[config.mk]
export PLATFORM = sky130hd
export DESIGN_NAME = bdp_supervisor
export DESIGN_NICKNAME = d
export VERILOG_FILES = /design/src/hdl/bdp_pkg.sv /design/src/hdl/bdp_meas_if.sv /design/src/hdl/bdp_ocp_meas.sv /design/src/hdl/bdp_supervisor.sv
export SDC_FILE = /design/constraint.sdc
export NUM_CORES = 1
export LEC_CHECK = 0
export BUFFER_PORTS_ARGS = -buffer_cell sky130_fd_sc_hd__buf_2
export CAP_MARGIN = 10
export CORE_ASPECT_RATIO = 1.2
export CORE_MARGIN = 1.5
export CORE_UTILIZATION = 40
export CTS_CLUSTER_DIAMETER = 80
export CTS_CLUSTER_SIZE = 40
export DETAILED_ROUTE_END_ITERATION = 10
export MAX_ROUTING_LAYER = met4
export PLACE_DENSITY_LB_ADDON = 0.08
export RECOVER_POWER = 25
export SLEW_MARGIN = 20
export SYNTH_ARGS = -nofsm -noshare
export SYNTH_HDL_FRONTEND = slang
export SYNTH_HIERARCHICAL = 1
export SYNTH_SLANG_ARGS = --single-unit
export TNS_END_PERCENT = 50
[constraint.sdc]
create_clock -name CLK -period 5.4 [get_ports CLK]
set_clock_uncertainty 0.1 [all_clocks]
set_input_delay 0.54 -clock CLK [delete_from_list [all_inputs] [get_ports CLK]]
set_output_delay 0.54 -clock CLK [all_outputs]
set_load 0.01 [all_outputs]
[src/hdl/bdp_pkg.sv]
// constants, state codes and fault indices of the bias driver protection logic
package bdp_pkg;

  // ------------------------------------------------------------------
  // clock and timing
  // ------------------------------------------------------------------
  localparam int CLK_MHZ         = 100;
  localparam int OV_BLANK_NS     = 1300;
  localparam int OV_BLANK_CYC    = (OV_BLANK_NS * CLK_MHZ + 999) / 1000;
  localparam int RESTART_MS      = 100;
  localparam int RESTART_CYC     = RESTART_MS * 1000 * CLK_MHZ;
  localparam int SLOW_RISE_US    = 2100;
  localparam int SLOW_DECAY_US   = 180000;
  localparam int SLOW_TRIP_CYC   = SLOW_RISE_US * CLK_MHZ;
  localparam int SLOW_DECAY_DIV  = (SLOW_DECAY_US + SLOW_RISE_US - 1) / SLOW_RISE_US;
  localparam int OCP_SETTLE_US   = 100;
  localparam int OCP_SETTLE_CYC  = OCP_SETTLE_US * CLK_MHZ;
  localparam int CNT_W           = 24;
  localparam int BLANK_W         = 8;
  localparam int DIV_W           = 8;

  // ------------------------------------------------------------------
  // overcurrent level measurement
  // ------------------------------------------------------------------
  localparam int ADC_W           = 12;
  localparam int SOURCE_UA       = 50;
  // band edges halfway between the resistance bands, adc is 1 mV per lsb
  localparam int EDGE1_OHM       = 19700;
  localparam int EDGE2_OHM       = 14250;
  localparam int EDGE3_OHM       = 9900;
  localparam int EDGE4_OHM       = 6600;
  localparam int EDGE5_OHM       = 3700;
  localparam logic [ADC_W-1:0] EDGE1_MV = ADC_W'(EDGE1_OHM * SOURCE_UA / 1000);
  localparam logic [ADC_W-1:0] EDGE2_MV = ADC_W'(EDGE2_OHM * SOURCE_UA / 1000);
  localparam logic [ADC_W-1:0] EDGE3_MV = ADC_W'(EDGE3_OHM * SOURCE_UA / 1000);
  localparam logic [ADC_W-1:0] EDGE4_MV = ADC_W'(EDGE4_OHM * SOURCE_UA / 1000);
  localparam logic [ADC_W-1:0] EDGE5_MV = ADC_W'(EDGE5_OHM * SOURCE_UA / 1000);
  localparam logic [2:0] SIXTHS_RESET   = 3'h6;
  // fast threshold in units of 5/6 A: 6 units is the fixed 5 A
  localparam logic [2:0] FAST_SOFT_UNITS = 3'h6;

  // ------------------------------------------------------------------
  // fault flag indices
  // ------------------------------------------------------------------
  localparam int F_SLOW_OC   = 0;
  localparam int F_FAST_OC   = 1;
  localparam int F_OVERVOLT  = 2;
  localparam int F_THERMAL   = 3;
  localparam int F_DT_RANGE  = 4;
  localparam int F_OCDT_OPEN = 5;
  localparam int F_OCDT_SHRT = 6;
  localparam int F_FSET_SHRT = 7;
  localparam int F_REG_OPEN  = 8;
  localparam int F_REG_LOW   = 9;
  localparam int N_FAULT     = 10;

  // ------------------------------------------------------------------
  // asynchronous comparator input indices
  // ------------------------------------------------------------------
  localparam int A_REG_GOOD  = 0;
  localparam int A_REG_1V    = 1;
  localparam int A_REG_LOW   = 2;
  localparam int A_REG_OPEN  = 3;
  localparam int A_OV_HIGH   = 4;
  localparam int A_OV_CLEAR  = 5;
  localparam int A_HOT       = 6;
  localparam int A_COOL      = 7;
  localparam int A_OCDT_OPEN = 8;
  localparam int A_OCDT_SHRT = 9;
  localparam int A_DT_RANGE  = 10;
  localparam int A_FSET_OPEN = 11;
  localparam int A_FSET_SHRT = 12;
  localparam int A_SLOW_OC   = 13;
  localparam int A_FAST_OC   = 14;
  localparam int A_CYCLE     = 15;
  localparam int A_FOLLOW_OK = 16;
  localparam int A_DISF_PIN  = 17;
  localparam int N_ASYNC     = 18;

  // ------------------------------------------------------------------
  // state codes
  // ------------------------------------------------------------------
  typedef enum logic [2:0] {
    ST_REG_UP  = 3'b000,
    ST_MEASURE = 3'b001,
    ST_RUN     = 3'b011,
    ST_FAULT   = 3'b010,
    ST_LATCH   = 3'b110
  } bdp_state_e;

  typedef enum logic [2:0] {
    M_IDLE       = 3'b000,
    M_ON_SETTLE  = 3'b001,
    M_SAMPLE_ON  = 3'b011,
    M_OFF_SETTLE = 3'b010,
    M_SAMPLE_OFF = 3'b110,
    M_DONE       = 3'b111
  } bdp_meas_e;

endpackage : bdp_pkg

[src/hdl/bdp_meas_if.sv]
// handshake between the supervisor and the overcurrent level measurement
`timescale 1ns/1ns
interface bdp_meas_if;
  logic       start;
  logic       done;
  logic [2:0] sixths;

  modport ctrl (output start, input done, input sixths);
  modport unit (input start, output done, output sixths);
endinterface : bdp_meas_if

[src/hdl/bdp_ocp_meas.sv]
// start-up measurement of the divider on the overcurrent/dead-time pin
`timescale 1ns/1ns
module bdp_ocp_meas #(
  parameter int unsigned SETTLE_CYCLES = bdp_pkg::OCP_SETTLE_CYC
) (
  input  wire logic                      clk,
  input  wire logic                      arst_n,
  bdp_meas_if.unit                       mi,
  input  wire logic [bdp_pkg::ADC_W-1:0] adc_data,
  input  wire logic                      adc_valid,
  output logic                           adc_start,
  output logic                           src_on
);
  import bdp_pkg::*;

  bdp_meas_e           state;
  logic [CNT_W-1:0]    cnt;
  logic [ADC_W-1:0]    v_on;
  logic [ADC_W-1:0]    diff;
  logic                settled;

  // ------------------------------------------------------------------
  // classification of the measured difference
  // ------------------------------------------------------------------
  function automatic logic [2:0] classify(input logic [ADC_W-1:0] d);
    logic [2:0] r;
    r = 3'h6;
    if (d >= EDGE1_MV)
      r = 3'h1;
    else if (d >= EDGE2_MV)
      r = 3'h2;
    else if (d >= EDGE3_MV)
      r = 3'h3;
    else if (d >= EDGE4_MV)
      r = 3'h4;
    else if (d >= EDGE5_MV)
      r = 3'h5;
    return r;
  endfunction : classify

  assign settled = (cnt == CNT_W'(SETTLE_CYCLES - 1));
  // a negative difference means no divider current: treat as lowest resistance
  assign diff    = (v_on > adc_data) ? (v_on - adc_data) : '0;

  // ------------------------------------------------------------------
  // sequence: source on, sample, source off, sample
  // ------------------------------------------------------------------
  always_ff @(posedge clk or negedge arst_n)
  begin
    if (!arst_n)
    begin
      state     <= M_IDLE;
      cnt       <= '0;
      v_on      <= '0;
      mi.sixths <= SIXTHS_RESET;
      adc_start <= 1'b0;
    end
    else
    begin
      adc_start <= 1'b0;
      unique case (state)
        M_IDLE:
          if (mi.start)
          begin
            state <= M_ON_SETTLE;
            cnt   <= '0;
          end
        M_ON_SETTLE:
          if (settled)
          begin
            state     <= M_SAMPLE_ON;
            adc_start <= 1'b1;
          end
          else
            cnt <= cnt + 1'b1;
        M_SAMPLE_ON:
          if (adc_valid)
          begin
            v_on  <= adc_data;
            state <= M_OFF_SETTLE;
            cnt   <= '0;
          end
        M_OFF_SETTLE:
          if (settled)
          begin
            state     <= M_SAMPLE_OFF;
            adc_start <= 1'b1;
          end
          else
            cnt <= cnt + 1'b1;
        M_SAMPLE_OFF:
          if (adc_valid)
          begin
            mi.sixths <= classify(diff);
            state     <= M_DONE;
          end
        M_DONE:
          state <= M_DONE;
        default:
          state <= M_IDLE;
      endcase
    end
  end

  // source stays off for good once the level is known
  assign src_on  = (state == M_ON_SETTLE) || (state == M_SAMPLE_ON);
  assign mi.done = (state == M_DONE);

endmodule : bdp_ocp_meas

[src/hdl/bdp_supervisor.sv]
// fault supervision and start-up sequencing of the half-bridge bias driver
//
// Summary of operation
// - After regulator settles, pulse the 50 uA source, sample pin on and off.
// - Source stays off after level is chosen; pin then only sets dead time.
// - Voltage difference maps to six slow threshold sixths; highest resistance lowest.
// - Fast threshold fixed at 5 A in soft-start, else five times slow.
// - Slow trip integrates excess current over 2.1 ms; top level is 1 A.
// - Overvoltage must persist 1.3 us continuously before it faults.
// - Overvoltage fault stops switching, pulls disable/fault pin low.
// - After overvoltage wait 100 ms, restart only below recovery level.
// - Over-temperature enters fault mode, stops switching, pulls pin low.
// - Thermal fault held until temperature below shutdown minus hysteresis.
// - Lost clock-follow input only drops synchronisation; switching continues.
// - Pin open/short responses per pin: run, off, fault or 1.2 MHz.
// - Open regulator pin shuts regulator down and latches off until supply cycles.
// - Regulator limit 15 mA below 1 V, 40 mA above, 15 mA after good.
// - Regulator below low level during run latches off until supply cycles.
// - Restart after overcurrent waits 100 ms.
// - Slow timer counts up in 2.1 ms and decays over 180 ms.
`timescale 1ns/1ns
module bdp_supervisor #(
  parameter int unsigned SETTLE_CYCLES  = bdp_pkg::OCP_SETTLE_CYC,
  parameter int unsigned RESTART_CYCLES = bdp_pkg::RESTART_CYC,
  parameter int unsigned TRIP_CYCLES    = bdp_pkg::SLOW_TRIP_CYC
) (
  input  wire logic                       CLK,
  input  wire logic                       ARST_N,
  input  wire logic                       REG_GOOD_CMP,
  input  wire logic                       REG_ABOVE_1V_CMP,
  input  wire logic                       REG_LOW_CMP,
  input  wire logic                       REG_OPEN_CMP,
  input  wire logic                       OV_SHUTDOWN_CMP,
  input  wire logic                       OV_RECOVERED_CMP,
  input  wire logic                       THERMAL_HOT_CMP,
  input  wire logic                       THERMAL_COOL_CMP,
  input  wire logic                       OCDT_OPEN_CMP,
  input  wire logic                       OCDT_SHORT_CMP,
  input  wire logic                       DT_RANGE_CMP,
  input  wire logic                       FSET_OPEN_CMP,
  input  wire logic                       FSET_SHORT_CMP,
  input  wire logic                       SLOW_OC_CMP,
  input  wire logic                       FAST_OC_CMP,
  input  wire logic                       CYCLE_MARK,
  input  wire logic                       FOLLOW_OK,
  input  wire logic                       SOFT_START_ACTIVE,
  input  wire logic [bdp_pkg::ADC_W-1:0]  ADC_DATA,
  input  wire logic                       ADC_VALID,
  output logic                            ADC_START,
  output logic                            CURRENT_SOURCE_ON,
  input  wire logic                       DISABLE_FAULT_PIN_IN,
  output logic                            DISABLE_FAULT_PIN_OUT,
  output logic                            DISABLE_FAULT_PIN_OE,
  output logic                            SWITCH_ENABLE,
  output logic                            REGULATOR_ENABLE,
  output logic                            REG_LIMIT_HIGH,
  output logic                            SLOW_OC_ENABLE,
  output logic [2:0]                      SLOW_OC_SIXTHS,
  output logic [2:0]                      FAST_OC_UNITS,
  output logic                            DEADTIME_FROM_PIN,
  output logic                            MAX_FREQ_SELECT,
  output logic                            FOLLOW_EXT_CLOCK,
  output logic                            FAULT_MODE,
  output logic                            LATCH_OFF,
  output logic [bdp_pkg::N_FAULT-1:0]     FAULT_FLAGS
);
  import bdp_pkg::*;

  logic [N_ASYNC-1:0] raw;
  logic [N_ASYNC-1:0] sync1;
  logic [N_ASYNC-1:0] s;
  bdp_state_e         state;
  logic               reg_good_seen;
  logic               cyc_d;
  logic               cyc_edge;
  logic               excess_seen;
  logic               excess_cycle;
  logic [CNT_W-1:0]   slow_cnt;
  logic [DIV_W-1:0]   decay_div;
  logic               slow_en;
  logic               slow_trip;
  logic [BLANK_W-1:0] ov_cnt;
  logic               ov_trip;
  logic [CNT_W-1:0]   restart_cnt;
  logic               restart_done;
  logic               restart_ok;
  logic               pin_fault;
  logic               leave_fault;
  logic [N_FAULT-1:0] trip;
  logic               run_trip;
  logic               latch_trip;

  bdp_meas_if mi ();

  // ------------------------------------------------------------------
  // input synchronisers
  // ------------------------------------------------------------------
  assign raw = {DISABLE_FAULT_PIN_IN, FOLLOW_OK, CYCLE_MARK, FAST_OC_CMP, SLOW_OC_CMP,
                FSET_SHORT_CMP, FSET_OPEN_CMP, DT_RANGE_CMP, OCDT_SHORT_CMP,
                OCDT_OPEN_CMP, THERMAL_COOL_CMP, THERMAL_HOT_CMP, OV_RECOVERED_CMP,
                OV_SHUTDOWN_CMP, REG_OPEN_CMP, REG_LOW_CMP, REG_ABOVE_1V_CMP,
                REG_GOOD_CMP};

  for (genvar i = 0; i < N_ASYNC; i++)
  begin : g_sync
    always_ff @(posedge CLK or negedge ARST_N)
    begin
      if (!ARST_N)
      begin
        sync1[i] <= 1'b0;
        s[i]     <= 1'b0;
      end
      else
      begin
        sync1[i] <= raw[i];
        s[i]     <= sync1[i];
      end
    end
  end

  // ------------------------------------------------------------------
  // overcurrent level measurement
  // ------------------------------------------------------------------
  assign mi.start = (state == ST_MEASURE);

  bdp_ocp_meas #(
    .SETTLE_CYCLES (SETTLE_CYCLES)
  ) u_meas (
    .clk       (CLK),
    .arst_n    (ARST_N),
    .mi        (mi),
    .adc_data  (ADC_DATA),
    .adc_valid (ADC_VALID),
    .adc_start (ADC_START),
    .src_on    (CURRENT_SOURCE_ON)
  );

  // ------------------------------------------------------------------
  // slow overcurrent integrator
  // ------------------------------------------------------------------
  assign cyc_edge = s[A_CYCLE] & ~cyc_d;
  assign slow_en  = (state == ST_RUN) && !SOFT_START_ACTIVE;

  always_ff @(posedge CLK or negedge ARST_N)
  begin
    if (!ARST_N)
    begin
      cyc_d        <= 1'b0;
      excess_seen  <= 1'b0;
      excess_cycle <= 1'b0;
    end
    else
    begin
      cyc_d <= s[A_CYCLE];
      if (cyc_edge)
      begin
        // verdict of the switching cycle just finished
        excess_cycle <= excess_seen | s[A_SLOW_OC];
        excess_seen  <= 1'b0;
      end
      else
        excess_seen <= excess_seen | s[A_SLOW_OC];
      if (!slow_en)
        excess_cycle <= 1'b0;
    end
  end

  // one step per clock up, one step per decay divider period down
  always_ff @(posedge CLK or negedge ARST_N)
  begin
    if (!ARST_N)
    begin
      slow_cnt  <= '0;
      decay_div <= '0;
    end
    else if (!slow_en)
    begin
      slow_cnt  <= '0;
      decay_div <= '0;
    end
    else if (excess_cycle)
    begin
      decay_div <= '0;
      if (!slow_trip)
        slow_cnt <= slow_cnt + 1'b1;
    end
    else if (decay_div == DIV_W'(SLOW_DECAY_DIV - 1))
    begin
      decay_div <= '0;
      if (slow_cnt != '0)
        slow_cnt <= slow_cnt - 1'b1;
    end
    else
      decay_div <= decay_div + 1'b1;
  end

  assign slow_trip = slow_en && excess_cycle &&
                     (slow_cnt == CNT_W'(TRIP_CYCLES - 1));

  // ------------------------------------------------------------------
  // overvoltage blanking
  // ------------------------------------------------------------------
  always_ff @(posedge CLK or negedge ARST_N)
  begin
    if (!ARST_N)
      ov_cnt <= '0;
    else if (!s[A_OV_HIGH] || ov_trip)
      ov_cnt <= '0;
    else
      ov_cnt <= ov_cnt + 1'b1;
  end

  assign ov_trip = s[A_OV_HIGH] && (ov_cnt == BLANK_W'(OV_BLANK_CYC - 1));

  // ------------------------------------------------------------------
  // fault sources
  // ------------------------------------------------------------------
  always_comb
  begin
    trip              = '0;
    trip[F_SLOW_OC]   = (state == ST_RUN) && slow_trip;
    trip[F_FAST_OC]   = (state == ST_RUN) && s[A_FAST_OC];
    trip[F_OVERVOLT]  = (state == ST_RUN) && ov_trip;
    trip[F_THERMAL]   = (state == ST_RUN) && s[A_HOT];
    trip[F_DT_RANGE]  = (state == ST_RUN) && s[A_DT_RANGE];
    trip[F_OCDT_OPEN] = (state == ST_RUN) && s[A_OCDT_OPEN];
    trip[F_OCDT_SHRT] = (state == ST_RUN) && s[A_OCDT_SHRT];
    trip[F_FSET_SHRT] = (state == ST_RUN) && s[A_FSET_SHRT];
    trip[F_REG_OPEN]  = (state != ST_LATCH) && s[A_REG_OPEN];
    trip[F_REG_LOW]   = (state == ST_RUN) && s[A_REG_LOW];
  end

  assign latch_trip = trip[F_REG_OPEN] | trip[F_REG_LOW];
  assign run_trip   = |trip[F_FSET_SHRT:F_SLOW_OC];

  // ------------------------------------------------------------------
  // restart conditions
  // ------------------------------------------------------------------
  assign restart_done = (restart_cnt == CNT_W'(RESTART_CYCLES - 1));
  assign pin_fault    = s[A_DT_RANGE] | s[A_OCDT_OPEN] | s[A_OCDT_SHRT] | s[A_FSET_SHRT];
  assign restart_ok   = restart_done
                      && s[A_OV_CLEAR]
                      && s[A_COOL]
                      && !s[A_HOT]
                      && !pin_fault;
  assign leave_fault  = (state == ST_FAULT) && restart_ok && !latch_trip;

  always_ff @(posedge CLK or negedge ARST_N)
  begin
    if (!ARST_N)
      restart_cnt <= '0;
    else if (state != ST_FAULT)
      restart_cnt <= '0;
    else if (!restart_done)
      restart_cnt <= restart_cnt + 1'b1;
  end

  // ------------------------------------------------------------------
  // supervisor state
  // ------------------------------------------------------------------
  always_ff @(posedge CLK or negedge ARST_N)
  begin
    if (!ARST_N)
      state <= ST_REG_UP;
    else if (latch_trip)
      state <= ST_LATCH;
    else
    begin
      unique case (state)
        ST_REG_UP:
          if (s[A_REG_GOOD])
            state <= ST_MEASURE;
        ST_MEASURE:
          if (mi.done)
            state <= ST_RUN;
        ST_RUN:
          if (run_trip)
            state <= ST_FAULT;
        ST_FAULT:
          if (leave_fault)
            state <= ST_RUN;
        ST_LATCH:
          state <= ST_LATCH; // only a supply cycle clears it
        default:
          state <= ST_LATCH;
      endcase
    end
  end

  // ------------------------------------------------------------------
  // sticky fault flags
  // ------------------------------------------------------------------
  // a new trip in the cycle of the restart clear still lands
  always_ff @(posedge CLK or negedge ARST_N)
  begin
    if (!ARST_N)
      FAULT_FLAGS <= '0;
    else
      FAULT_FLAGS <= trip | (FAULT_FLAGS & ~{N_FAULT{leave_fault}});
  end

  // ------------------------------------------------------------------
  // regulator
  // ------------------------------------------------------------------
  always_ff @(posedge CLK or negedge ARST_N)
  begin
    if (!ARST_N)
      reg_good_seen <= 1'b0;
    else if (s[A_REG_GOOD])
      reg_good_seen <= 1'b1;
  end

  assign REGULATOR_ENABLE = (state != ST_LATCH);
  assign REG_LIMIT_HIGH   = REGULATOR_ENABLE && !reg_good_seen && s[A_REG_1V];

  // ------------------------------------------------------------------
  // thresholds
  // ------------------------------------------------------------------
  always_ff @(posedge CLK or negedge ARST_N)
  begin
    if (!ARST_N)
    begin
      SLOW_OC_SIXTHS <= SIXTHS_RESET;
      FAST_OC_UNITS  <= FAST_SOFT_UNITS;
    end
    else
    begin
      SLOW_OC_SIXTHS <= mi.sixths;
      // outside soft start the fast limit is five times the slow one, in units of 5/6 A
      FAST_OC_UNITS  <= SOFT_START_ACTIVE ? FAST_SOFT_UNITS : mi.sixths;
    end
  end

  assign SLOW_OC_ENABLE    = slow_en;
  assign DEADTIME_FROM_PIN = mi.done;

  // ------------------------------------------------------------------
  // switching and pin outputs
  // ------------------------------------------------------------------
  // grounded disable pin only inhibits switching, it is no fault
  assign SWITCH_ENABLE         = (state == ST_RUN) && s[A_DISF_PIN];
  assign DISABLE_FAULT_PIN_OUT = 1'b0;
  assign DISABLE_FAULT_PIN_OE  = (state != ST_RUN);
  assign MAX_FREQ_SELECT       = s[A_FSET_OPEN];
  // a lost follow clock falls back to the frequency-set pin
  assign FOLLOW_EXT_CLOCK      = SWITCH_ENABLE && !SOFT_START_ACTIVE && s[A_FOLLOW_OK];
  assign FAULT_MODE            = (state == ST_FAULT) || (state == ST_LATCH);
  assign LATCH_OFF             = (state == ST_LATCH);

endmodule : bdp_supervisor

# Yosys cells after proc, flatten, opt, wreduce, memory -nomap -nowiden
# Cells that the tools add are included.
dict set report classes {
  addsub 7
  magnitude_cmp 6
  n_eq_ne 32
  n_mux 39
  bitwise_logic 10
  n_reduce_logical 46
}
# operator n
set ops {}
lappend ops {{2-to-1 mux 24 bit} 10}
lappend ops {{adder 24 x 1 -> 24 bit, second input constant} 3}
lappend ops {{case mux 24 bit (3 select lines)} 1}
lappend ops {{2-to-1 mux 3 bit} 15}
lappend ops {{2-to-1 mux 8 bit} 4}
lappend ops {{logical AND 1 bit} 25}
lappend ops {{== test 24 x 14 -> 1 bit, second input constant} 1}
lappend ops {{== test 24 x 18 -> 1 bit, second input constant} 1}
lappend ops {{== test 24 bit, second input constant} 1}
lappend ops {{>= comparator 12 x 10 -> 1 bit, second input constant} 2}
lappend ops {{>= comparator 12 x 9 -> 1 bit, second input constant} 2}
lappend ops {{nonzero test 24 bit} 1}
lappend ops {{subtractor 24 x 1 -> 24 bit, second input constant} 1}
lappend ops {{!= test 3 bit, second input constant} 6}
lappend ops {{case mux 3 bit (6 select lines)} 1}
lappend ops {{adder 8 x 1 -> 8 bit, second input constant} 2}
lappend ops {{== test 3 x 2 -> 1 bit, second input constant} 4}
lappend ops {{>= comparator 12 x 8 -> 1 bit, second input constant} 1}
lappend ops {{greater-than comparator 12 bit} 1}
lappend ops {{2-to-1 mux 12 bit} 1}
lappend ops {{!= test 3 x 2 -> 1 bit, second input constant} 4}
lappend ops {{case mux 3 bit (4 select lines)} 1}
lappend ops {{subtractor 12 bit} 1}
lappend ops {{AND 10 bit} 1}
lappend ops {{23 further kinds} 50}
dict set report totals {
  reg_bits 166
  inputBits 34
  elab_cells 193
}

# Longest topological paths before layout
# Gate-level depths: netlist (run 1).
dict set report depth {
  depth_word 10
  depth_mapped 11
  depth_no_buf 11
}

# Cells and area by module
# The synthesis (run 1) kept the hierarchy.
# module instances cells_each area_each_um2 seq_area_each_um2
set modules_own_cells {}
lappend modules_own_cells {bdp_supervisor 1 565 5873.1 3083.0}
lappend modules_own_cells {bdp_ocp_meas 1 347 2899.0 1078.5}

# Least setup slack after synthesis (run 1)
# Ideal clock, no wire load.
dict set report synth_path {
  kind {input -> register}
  from {in ADC_DATA[0] (netlist bit)}
  to {reg u_meas.mi.sixths[1]}
  setup_time_ns 0.079
  arrival_time_ns 2.814
  slack_ns 2.406
  path_stages 10
  cell_sequence {ha_1 > fa_1 > nand2b_1 > a211oi_1 > o2111ai_1 > and3_1 > o41ai_2 > o211ai_1 > nand2b_1 > a22o_1}
}
dict set report synth_via {
  elab_chain_len 8
  elab_cells_between_ends 13
}
# element line
set synth_rtl {}
lappend synth_rtl {{from (decl)} bdp_supervisor.sv:47} ;# input wire logic [bdp_pkg::ADC_W-1:0] ADC_DATA,
lappend synth_rtl {{subtractor 12 bit or greater-than comparator 12 bit (tied branches)} bdp_ocp_meas.sv:43} ;# assign diff = (v_on > adc_data) ? (v_on - adc_data) : '0;
lappend synth_rtl {{2-to-1 mux 12 bit (*)} bdp_ocp_meas.sv:43}
lappend synth_rtl {{>= comparator 12 x 8 -> 1 bit} bdp_ocp_meas.sv:36} ;# else if (d >= EDGE5_MV)
lappend synth_rtl {{2-to-1 mux 2 bit} bdp_ocp_meas.sv:36}
lappend synth_rtl {{2-to-1 mux 3 bit} bdp_ocp_meas.sv:34} ;# else if (d >= EDGE4_MV)
lappend synth_rtl {{2-to-1 mux 3 bit} bdp_ocp_meas.sv:32} ;# else if (d >= EDGE3_MV)
lappend synth_rtl {{2-to-1 mux 3 bit} bdp_ocp_meas.sv:30} ;# else if (d >= EDGE2_MV)
lappend synth_rtl {{2-to-1 mux 3 bit (*)} bdp_ocp_meas.sv:28} ;# if (d >= EDGE1_MV)
lappend synth_rtl {{to (signal assigned)} bdp_ocp_meas.sv:94} ;# mi.sixths <= classify(diff);
lappend synth_rtl {{to (decl)} bdp_meas_if.sv:9} ;# modport unit (input start, output done, output sixths);
# Every way passes the cells marked *; elsewhere a longest branch is shown, timed or not.
# A chain may end at the register's enable or synchronous reset.

# Worst setup path after layout (run 1)
dict set report layout_path {
  from {reg excess_cycle}
  to {reg slow_cnt[16]}
}
dict set report layout_via {
  elab_chain_len 4
  elab_cells_between_ends 8
}
# element line
set layout_rtl {}
lappend layout_rtl {{from (decl)} bdp_supervisor.sv:77} ;# logic excess_cycle;
lappend layout_rtl {{from (signal assigned)} bdp_supervisor.sv:158} ;# excess_cycle <= excess_seen | s[A_SLOW_OC];
lappend layout_rtl {{logical AND 1 bit (2 in a row)} bdp_supervisor.sv:197} ;# assign slow_trip = slow_en && excess_cycle &&
lappend layout_rtl {{!= test 3 bit (no source line)} -}
lappend layout_rtl {{AND reduction 3 bit (no source line)} -}
lappend layout_rtl {{to (signal assigned)} bdp_supervisor.sv:185} ;# slow_cnt <= slow_cnt + 1'b1;
lappend layout_rtl {{to (signal assigned)} bdp_supervisor.sv:191} ;# slow_cnt <= slow_cnt - 1'b1;
lappend layout_rtl {{to (decl)} bdp_supervisor.sv:78} ;# logic [CNT_W-1:0] slow_cnt;
# Parallel ways exist; a longest one is shown, timed or not.

==> reports/summary.md, run 1 <==
After Yosys synthesis, and, or, nand and nor cells account for 21.0% of the synthesized area. The mean instance size in the synthesized netlist was 9.62 um^2. The top flip-flop cell by instance count after synthesis was dfrtp_1. The clock insertion delay at the later pin of the skew report was 0.43 ns. The critical path goes through inv_1 -> ha_1 -> and3_1 -> a221o_1 -> a32o_1 -> a31oi_1 -> o21ai_0 -> xor2_1 -> a22o_1. The tree is rooted in a clkbuf_16. Summed over all layers, the global routing overflow is 0. The largest net degree at the start of global routing came out at 167. Summing every instance area after synthesis gives 8770 um^2.

The setup fix buffers added after clock tree synthesis is 0, and the routed wire length is 19600 um. The floorplan step defined a core boundary enclosing 21600 um^2. Across the VDD grid, the largest voltage drop is 204 uV. The initial antenna violation count came out at 1. The synthesized netlist devotes 14.3% of its cell area to compound gates. The most frequent cell after synthesis is dfrtp_1. Based on the critical path, the design can be clocked at up to 287 MHz. The count of distinct cell types in the synthesized netlist was 71. The routed layout has 6677 vias.

Synthesis produced a netlist whose cell count is 912. The layout cell share with drive strength beyond 1 came out at 12.2%. Cell taking the most area after synthesis: dfrtp_1. By area the synthesized netlist is led by dfrtp_1, ha_1, xor2_1. The run gives 0 as the post-route antenna net violation count. Dividing total power by cell area gives a power density of 359 nW/um^2.

From synthesis to final layout, the design area changed by 12.7%. The run gives 40.6% as the starting density of the core. The tools report the kind of start point of the critical path as a flop.

Clock-pin slew was measured on the worst setup and hold paths at 0.07 ns. The number of hold buffers added after cts is 0. For the violation count after the first detailed-route iteration, the log shows 357.

Setup repair after global routing left no endpoint under its margin. The logs give 166 for the number of sinks driven by the clock tree and 6 for the total of warnings raised by yosys. The highest fanout seen on the critical path was 24.

After synthesis, the largest area contributor takes up 45.6% of total cell area. The average routed wire per standard cell works out to 15.6 um. First-pass GRT wire length: 32500 um. Gates resized during post-CTS repair numbered 0. In this run, synthesis produced a sequential element count of 166. In this run the count of I/O pins placed on the die edge is 63. Number of global-route vias before repair: 6482. The combinational family with the most area after synthesis was simple AND/OR/NAND/NOR gates.

After synthesis, the share of flip-flops with an asynchronous set or reset is 100%. Of the synthesized area, sequential elements account for 47.4%. The logs give 59 for the number of cell rows and 0 for the final-report max-slew violation count. The start-to-end type of the worst setup path is flop to flop. TritonCTS built the clock tree. At the worst endpoint, the arrival time is 3.70 ns.

The pin slew with the least headroom to its limit came out at 1.02 ns. For this run, the total global-route usage over all layers was measured as 18.3%. In the synthesized netlist, the cells that appear most often are dfrtp_1, nor2_1, nand2_1, a21oi_1, o21ai_0.

The first detailed-routing pass took 4 iterations. The largest single stage delay on the critical path is 0.76 ns. Headroom to the max-slew limit: 31.8%.

For the synthesized net count, the log shows 990. The layout has 2131 filler cells. STA classifies the critical path endpoint as a flop.

The post-route minimum period is 3.49 ns, and the die outline area is 22800 um^2. In this run the vertical extent of the chip is 165 um. Number of hold violations in the final report: 0.

Dividing the final minimum period by the clock period gives 64.6%. The number of enable flip-flop cells after synthesis was 0; the count of maximum capacitance violations was 0. The run gives 5.61 ns as the endpoint required time on the critical path. Routability-driven placement finished with a final weighted congestion of 0.831. The run gives 0 as the post-route DRC violation count. The worst min-delay path category is primary input to flop. The floorplan step set the die width to 138 um. The CTS H-tree depth came out at 4. The share of synthesized cell area in full adder, half adder and majority cells is 6.45%.

The run finished with clean final reports. Summing the areas of all xor and xnor instances in the mapped netlist gives 7.09% of the synthesized area. The completed layout was analyzed and its total power is 3.55 mW.

In this run the tool buffered the top-level ports with 61 buffer cells. The slowest stage cell on the critical path was inv_1. Mean number of vias per cell: 5.32. Summed over all nets, the half-perimeter wirelength after detailed placement is 13800 um.

For the final routed database, the setup TNS stands at 0 ns. The analysis attributes to cell leakage a power of 4.49 nW. In this run the deepest clock path goes through 2 buffers.

The net count of the finished layout is 1044. The logs give 0 for the total setup violations reported at the end of the flow and 17 for the clock buffer count from CTS. Multiplexer area fraction after synthesis: 0.613%.
## state kept, by name (all words and copies together), names as in the netlist, 3 cells and up
name              count
u_meas/state          3
u_meas/mi.sixths      3
u_meas/cnt           24
sync1                18
slow_cnt             24
SLOW_OC_SIXTHS        3
restart_cnt          24
FAULT_FLAGS          10
decay_div             8
state                 3
ov_cnt                8
u_meas/v_on          12
s                    17
FAST_OC_UNITS         3
## placed cells by master (no fill, tap or decap), drive strengths merged, types with 7 or more instances in the layout
master,synthesis,routed
o31ai,15,15
nand3,39,39
or2,8,8
xnor2,26,26
nand2,94,94
dfrtp,160,160
inv,32,40
o21ai,51,51
clkbuf,17,20
and3,19,19
buf,11,60
nor2b,8,8
o211ai,7,7
nand4,21,21
or3,11,11
xor2,45,45
a31oi,11,11
a22o,15,15
nor2,100,100
nor3,20,20
ha,42,42
a21oi,54,54
nor4,11,11
## worst paths after layout
kind | startpoint | endpoint | slack [ns] | cells past startpoint
hold reg to reg | sync1[9] | s[9] | 0.25 | 0
min in group asynchronous | ARST_N | slow_cnt[3] | 0.17 | 2
setup reg to reg | excess_cycle | slow_cnt[16] | 1.91 | 9
setup / recovery | excess_cycle | slow_cnt[16] | 1.91 | 9
max in group asynchronous | ARST_N | u_meas/v_on[7] | 4.29 | 2
hold / removal | REG_GOOD_CMP | sync1[0] | 0.11 | 1
## worst max-delay path, delay by kind of cell (launching register included)
kind                       cells  cell delay (ns)
buffers and inverters          1             0.76
xor gates and xnor gates       1             0.16
AOI/OAI and AO/OA              5             1.27
DFF                            1             0.43
adders and majority gates      1             0.44
and+or+nand+nor                1             0.22
## final cells by class
type | instances | area (um^2) | share of cell area (%)
Tap cell | 274 | 343 | 3.47
Inverter | 32 | 120 | 1.21
Clock inverter | 15 | 158 | 1.59
Timing Repair Buffer | 63 | 329 | 3.33
Sequential cell | 166 | 4160 | 42.1
Antenna cell | 2 | 5.00 | 0.0506
Multi-Input combinational cell | 686 | 4350 | 44.0
Clock buffer | 17 | 425 | 4.30
## through the flow
| step | area [um^2] | setup WS (ns) | instances | utilization (%) | hold slack (ns) |
|---|---|---|---|---|---|
| after global placement | 9310 | 1.95 | 1221 | 43.0 | 0.233 |
| after floorplan | 8770 | 2.41 | 912 | - | 0.144 |
| after CTS | 9890 | 1.93 | 1253 | 45.7 | 0.0901 |
| after global routing | 9890 | 1.72 | 1254 | 45.7 | 0.0880 |
| final | 9890 | 1.91 | 1255 | 45.7 | 0.110 |
| after detailed placement | 9310 | 1.95 | 1221 | 43.0 | 0.236 |
## power breakdown
part	total (mW)	switching (mW)	internal [mW]
Clock	1.20	0.577	0.619
Sequential	1.47	0.102	1.37
Combinational	0.883	0.531	0.351
Total	3.55	1.21	2.34
## logic make-up after synthesis
logic type / Yosys count
xor gates and xnor gates: 71
adders and majority gates: 44
AOI/OAI and AO/OA: 196
buffers and inverters: 60
muxes: 5
DFF: 166
and+or+nand+nor: 369
other: 1
## routing by layer
metal / up-vias / GRT usage [%] / part of all wire (%)
li1: 3372 / - / -
met2: 102 / 29.0 / 47
met4: 0 / 6.84 / 1.6
met3: 28 / 3.23 / 3.0
met5: - / - / 0
met1: 3175 / 23.6 / 48
Power figures use the tool's default switching activity.
==> run 2, diff against run 1 <==
- clock period: 5.4 -> 3.4 ns (I/O delays scaled with it)
==> run 2 against run 1 <==
The run now ends with max-capacitance violations, max-slew violations left. Clock power increased by 63%. Setup slack got worse by 1.7 ns. Critical path depth increased by 2. Wire length decreased by 1.3%. Largest cell class unchanged. Highest routed layer unchanged.
==> reports/summary.md, run 2 (synthesis results as in run 1) <==
The flow ran to the end, but the final reports show violations. The final reports fail on max-capacitance violations, max-slew violations. The highest fanout seen on the critical path was 4 (-83%); the I/O pin total was 63 (unchanged).

The part of the cycle the worst path needs was 94.9% (+30 points). The count of maximum capacitance violations is 1 (+1). The run gives 79 (-53%) as the largest net degree at the start of global routing.

The overall die height was 165 um (unchanged); the worst-case hold slack was 0.0676 ns (-0.0427 ns). The largest registers in the layout are restart_cnt: 24 flops, slow_cnt: 24 flops, u_meas/cnt: 24 flops. TritonCTS built the clock tree. The buffering stage count on the worst path with inverters included came out at 1 (unchanged). The mean number of vias per cell is 5.27 (-0.94%).

The critical path in this run is classified as flop to flop. The logs give 59 (unchanged) for the number of cell rows and 0 ns (unchanged) for the setup total negative slack. Worst vdd rail ir drop: 358 uV (+75%). In this run the clock root is driven by a clkbuf_16. Setup repair after global routing left no endpoint under its margin. The min-delay analysis places its worst path in the category primary input to flop.

The initial antenna violation count is 0 (-1). The die outline area was 22800 um^2 (unchanged). The kind of cell adding the most delay to the critical path was compound AO/OA/AOI/OAI gates.

The tools report the number of nets at the end of the flow as 1072 (+2.7%). Relative to the synthesized area, the layout overhead comes to 16.0%. The number of stages on the worst hold path was 2 (+1); the number of hold violations in the final report was 0 (unchanged). The run gives 166 (unchanged) as the number of sinks driven by the clock tree. The number of port buffers works out to 61 (unchanged). The run gives -35.6% (-67 points) as the headroom to the max-slew limit. For the clock insertion delay at the later pin of the skew report, the log shows 0.43 ns (about the same). The run gives 0 (unchanged) as the number of resized instances in the post-cts repair step.

The run gives 19400 um (-1.3%) as the routed wire length. The layout cell share with drive strength beyond 1 was 12.8% (+0.66 points); the average routed wire per standard cell was 15.1 um (-3.3%). Number of detailed-routing iterations run before antenna repair: 5 (+1). The pin slew with the least headroom to its limit works out to 2.03 ns (+1.01 ns). The worst path arrival time is 3.49 ns (-0.21 ns), and the number of stages on the worst setup path is 11 (+2). The post-route antenna net violation count is 0 (unchanged). For the overall fraction of global-route tracks in use, the log shows 18.2% (-0.14 points). The tools report the clock tree buffer depth as 2 (unchanged).

Traced cell by cell, the critical path runs through inv_1 -> ha_1 -> fa_1 -> nand2b_1 -> a211oi_1 -> o2111ai_1 -> and3_1 -> o41ai_2 -> o211ai_1 -> nand2b_1 -> a22o_1. The post-route DRC violation count came out at 0 (unchanged). The cell depth of the worst flop-to-flop path is 11 (+2), and the biggest cell delay along the critical path is 0.42 ns (-0.34 ns). Leakage power figure: 4.62 nW (+3.0%). For the number of global-route vias before repair, the log shows 6663 (+2.8%). The post-route minimum period is 3.23 ns (-0.258 ns). The tools report the kind of start point of the critical path as a flop. The violation count after the first detailed-route iteration was 339 (-5.0%). The via total after detailed routing was 6751 (+1.1%); the leftover overflow at the end of global routing was 0 (unchanged). In the layout the commonest cells are dfrtp_1, nor2_1, nand2_1.

The final-report max-slew violation count came out at 78 (+78). The weighted congestion reported at the end of routability-driven placement is 0.861 (+3.7%). For the number of fillers in the final layout, the log shows 2123 (-0.38%). The tools report the CTS H-tree depth as 4 (unchanged). Highest attainable clock frequency: 310 MHz (+8.0%). The run gives 13900 um (+0.68%) as the HPWL after detailed placement. The run gives 0 (unchanged) as the total setup violations reported at the end of the flow. The CTS clock-pin slew for the worst setup and hold paths works out to 0.07 ns (about the same). The run gives 3.66 ns (-1.95 ns) as the endpoint required time on the critical path.

The area of the core region is 21600 um^2 (unchanged). Among the stages of the critical path, the cell type that occurs most often is nand2b_1. The clock buffer count from CTS was 17 (unchanged); the floorplan die width was 138 um (unchanged).

The slowest stage cell on the critical path was o41ai_2. The library cell used most frequently in the layout, excluding fill and tap cells, is dfrtp_1. The run gives 40.6% (unchanged) as the starting density of the core. The endpoint kind of the worst setup timing path was a flop. The run gives 0 (-2) as the number of antenna diodes. The power density of the placed cells came out at 565 nW/um^2 (+57%). The first-pass GRT wire length was 32900 um (+1.1%).
-- run 2: changes by cell type in the layout (fill, tap and decap cells not counted), moves of 2 or more --
| cell | before | now |
|---|---|---|
| clkinv_4 | 4 | 2 |
| buf_4 | 1 | 10 |
| dlygate4sd3_1 | 0 | 19 |
| diode_2 | 2 | 0 |
| clkinv_8 | 2 | 4 |
| clkbuf_1 | 3 | 1 |
| inv_8 | 5 | 3 |
-- run 2: per-stage QoR --
stage                     power (mW)  util (%)  cells  area [um^2]  setup WS, ns
after CTS                       5.81      47.1   1281        10200         0.214
after floorplan                 3.40         -    912         8770         0.437
final                           5.74      47.0   1281        10200         0.172
after global routing            6.10      47.0   1281        10200       0.00691
after detailed placement        3.80      43.4   1230         9380         0.191
after global placement          3.80      43.4   1230         9380         0.238
-- run 2: power breakdown --
part	switching, mW	internal [mW]	leakage [nW]	total, mW
Combinational	0.856	0.589	2.19	1.45
Clock	0.906	1.06	0.291	1.96
Sequential	0.160	2.18	2.14	2.34
Total	1.92	3.82	4.62	5.74
-- run 2: per-layer routing --
metal,track usage [%],share of wire [%],vias to the layer above
li1,-,-,3422
met4,4.64,1.4,0
met2,29.9,48,95
met3,3.23,2.9,21
met5,-,0,-
met1,23.3,48,3213
-- run 2: layout make-up --
| cell class | instances | area, um^2 | area share (%) |
|---|---|---|---|
| multi-input cells | 686 | 4350 | 42.7 |
| flip-flops and latches | 166 | 4160 | 40.9 |
| repair buffers | 91 | 589 | 5.79 |
| clock buffers | 17 | 425 | 4.18 |
| well taps | 274 | 343 | 3.37 |
| clock inverters | 15 | 188 | 1.85 |
| inverters | 32 | 120 | 1.18 |
-- run 2: worst paths after layout --
path / from / slack, ns / to
max reg2reg: u_meas/v_on[0] / 0.17 / u_meas/mi.sixths[1]
max: u_meas/v_on[0] / 0.17 / u_meas/mi.sixths[1]
min reg2reg: sync1[9] / 0.25 / s[9]
max in group asynchronous: ARST_N / 0.97 / s[2]
min: SOFT_START_ACTIVE / 0.07 / FAST_OC_UNITS[0]
min in group asynchronous: ARST_N / 0.92 / slow_cnt[3]
-- run 2: repair_timing --
| action | in CTS | in global routing |
|---|---|---|
| hold buffers | 19 | 0 |
| setup buffers | 0 | 0 |
| endpoints found under the hold margin | 93 | 0 |
| endpoints found under the setup margin | 0 | 0 |
==> run 3, diff against run 2 <==
--- a/config.mk
+++ b/config.mk
@@ -10,5 +10,5 @@
 export CORE_ASPECT_RATIO = 1.2
 export CORE_MARGIN = 1.5
-export CORE_UTILIZATION = 40
+export CORE_UTILIZATION = 51
 export CTS_CLUSTER_DIAMETER = 80
 export CTS_CLUSTER_SIZE = 40
==> constraint.sdc (replaced) <==
create_clock -name CLK -period 3.4 [get_ports CLK]
set_clock_uncertainty 0.1 [all_clocks]
set_input_delay 0.51 -clock CLK [delete_from_list [all_inputs] [get_ports CLK]]
set_output_delay 0.51 -clock CLK [all_outputs]
set_load 0.01 [all_outputs]
==> run 3 against run 2 <==
Power down 1.8%. Setup slack better by 0.13 ns. Wire length down 5.6%. The run still ends with max-capacitance violations, max-slew violations left. Utilization up 12 points. Die area down 21%. Clock-buffer cell count up 2. Critical path type unchanged. Global-route usage up 4.0 points. Flip-flop and latch count unchanged. Critical endpoint unchanged. Sequential power about the same. Cell count down 5.6%. Largest power group unchanged. Combinational power about the same. Highest routed layer unchanged.
==> reports/summary.md, run 3 (synthesis results as in run 1) <==
The average routed wire per standard cell works out to 15.1 um (about the same). The number of nets at the end of the flow is 1057 (-1.4%), and the non-filler instance count after layout is 1209 (-5.6%). The proportion of total power due to net switching came out at 32.5% (-0.96 points).

The library cell used most frequently in the layout, excluding fill and tap cells, is dfrtp_1. For the via total after detailed routing, the log shows 6678 (-1.1%). The run gives 386 uV (+7.9%) as the worst vdd rail ir drop. Routed wire length: 18300 um (-5.6%). Post-route minimum period: 3.10 ns (-0.131 ns).

Kind of start point of the critical path: a flop. The overall die height was 147 um (-11%); the highest fanout seen on the critical path was 4 (unchanged). The leftover overflow at the end of global routing was 0 (unchanged); the floorplan die width was 123 um (-11%). For the area of the core region, the log shows 16900 um^2 (-22%). The CTS clock-pin slew for the worst setup and hold paths is 0.07 ns (about the same). Number of hold buffers added after cts: 0 (-19). The portion of total power attributed to the clock network was 33.5% (-0.7 points); the number of resized instances in the post-cts repair step was 0 (unchanged). The post-route antenna net violation count was 0 (unchanged). The logs give 63 (unchanged) for the I/O pin total and 1 (+1) for the initial antenna violation count.

The critical path is of the flop to flop type. The layout cell share with drive strength beyond 1 was 13.3% (+0.50 points); the total setup violations reported at the end of the flow was 0 (unchanged). STA classifies the critical path endpoint as a flop. The CTS H-tree depth is 4 (unchanged). The pin slew with the least headroom to its limit was 1.81 ns (-0.224 ns); the first-pass GRT wire length was 30800 um (-6.2%). The signed area change from the synthesized netlist to the final layout was 13.0%; the setup total negative slack was 0 ns (unchanged). The die outline area came out at 18000 um^2 (-21%).

The largest net degree at the start of global routing was 73 (-7.6%); the met1 routing resource usage after global routing was 28.9% (+5.5 points). The logs give -20.7% (+15 points) for the headroom to the max-slew limit and 1 (unchanged) for the count of maximum capacitance violations. The clock tree buffer depth was 2 (unchanged).

The number of port buffers is 61 (unchanged). The logs give 4.61% (+1.4 points) for the global routing met3 resource utilization and 41.3% (+0.6 points) for the portion of total power attributed to sequential cells. The largest registers in the layout are restart_cnt: 24 flops, slow_cnt: 24 flops, u_meas/cnt: 24 flops. The net switching component of the power came out at 1.83 mW (-4.6%).

The fraction of met2 tracks used by global routing is 34.8% (+4.9 points), and the mean number of vias per cell is 5.52 (+4.8%). The number of cell rows came out at 52 (-12%). The HPWL after detailed placement came out at 13100 um (-5.3%). The highest attainable clock frequency was 323 MHz (+4.2%); the violation count after the first detailed-route iteration was 411 (+21%). The clock buffer count from CTS is 17 (unchanged). The number of global-route vias before repair was 6417 (-3.7%). Setup repair after global routing left no endpoint under its margin. The number of hold violations in the final report is 0 (unchanged), and the power density of the placed cells is 569 nW/um^2 (+0.80%). Starting density of the core: 52.1% (+12 points).

The run gives 0.43 ns (about the same) as the clock insertion delay at the later pin of the skew report. The worst path arrival time is 3.35 ns (-0.14 ns), and the leakage power figure is 4.55 nW (-1.5%). The endpoint required time on the critical path was 3.65 ns (about the same); the weighted congestion reported at the end of routability-driven placement was 0.863 (+0.24%). The library cells used most frequently in the layout, excluding fill and tap cells, are dfrtp_1, nor2_1, nand2_1. The post-route DRC violation count is 0 (unchanged), and the logic gate share of total power is 25.2% (about the same). Part of the cycle the worst path needs: 91.1% (-3.9 points).

The checks that failed: max-capacitance violations, max-slew violations. TritonCTS built the clock tree. The number of detailed-routing iterations run before antenna repair was 4 (-1); the number of sinks driven by the clock tree was 166 (unchanged). The worst min-delay path category was primary input to flop. The run finished, with violations left. Internal power: 3.81 mW (-0.41%).

The number of placed instances with taps included is 1176 (-4.4%). met2 is the most crowded layer. Overall fraction of global-route tracks in use: 22.2% (+4.0 points). The logs give 72 (-7.7%) for the final-report max-slew violation count and 0 (unchanged) for the setup fix buffers added after clock tree synthesis. Root cell of the clock tree: clkbuf_16.
-- run 3: power groups by stage --
stage               Combinational (mW)  Clock [mW]  Sequential [mW]
floorplan                         1.08           0             2.32
finish                            1.42        1.89             2.33
CTS                               1.43        1.94             2.33
global route                      1.62        2.02             2.36
global placement                  1.41           0             2.37
detailed placement                1.42           0             2.37
-- run 3: cell type report --
cell class | instances | area, um^2
fillers | 1485 | 6940
well taps | 216 | 270
repair buffers | 76 | 429
flip-flops and latches | 166 | 4160
clock inverters | 13 | 136
multi-input cells | 686 | 4350
clock buffers | 19 | 443
inverters | 32 | 120
diodes | 1 | 2.50
-- run 3: path summary, 6_finish.rpt --
| check | slack [ns] | start | depth (start not counted) | end |
|---|---|---|---|---|
| setup reg to reg | 0.30 | u_meas/v_on[0] | 11 | u_meas/mi.sixths[1] |
| min in group asynchronous | 0.48 | ARST_N | 1 | slow_cnt[7] |
| max in group asynchronous | 1.56 | ARST_N | 2 | u_meas/state[1] |
| setup / recovery | 0.30 | u_meas/v_on[0] | 11 | u_meas/mi.sixths[1] |
| hold reg to reg | 0.25 | sync1[14] | 0 | s[14] |
| hold / removal | 0.09 | OCDT_OPEN_CMP | 1 | sync1[8] |
-- run 3: layer usage --
| layer | vias up | routed length, um |
|---|---|---|
| met3 | 15 | 645 |
| met2 | 100 | 9030 |
| met4 | 0 | 216 |
| li1 | 3392 | - |
| met5 | - | 0 |
| met1 | 3171 | 8410 |
-- run 3: worst max-delay path: stages, from the launching register on --
cell	delay (ns)
dfrtp_1	0.34
inv_1	0.04
ha_1	0.19
fa_1	0.40
nand2b_1	0.18
a211oi_1	0.37
o2111ai_1	0.22
and3_1	0.24
o41ai_2	0.38
o211ai_1	0.18
nand2b_1	0.17
a22o_1	0.20
-- run 3: per-stage QoR --
| step | hold WS, ns | setup WS, ns | power (mW) | utilization [%] | instance area, um^2 |
|---|---|---|---|---|---|
| global route | 0.0591 | 0.0870 | 6.00 | 58.8 | 9910 |
| CTS | 0.0247 | 0.306 | 5.70 | 58.8 | 9910 |
| detailed placement | 0.235 | 0.0584 | 3.79 | 55.4 | 9330 |
| global placement | 0.232 | 0.0912 | 3.77 | 55.4 | 9330 |
| floorplan | 0.114 | 0.436 | 3.40 | - | 8770 |
| finish | 0.0893 | 0.303 | 5.64 | 58.8 | 9910 |
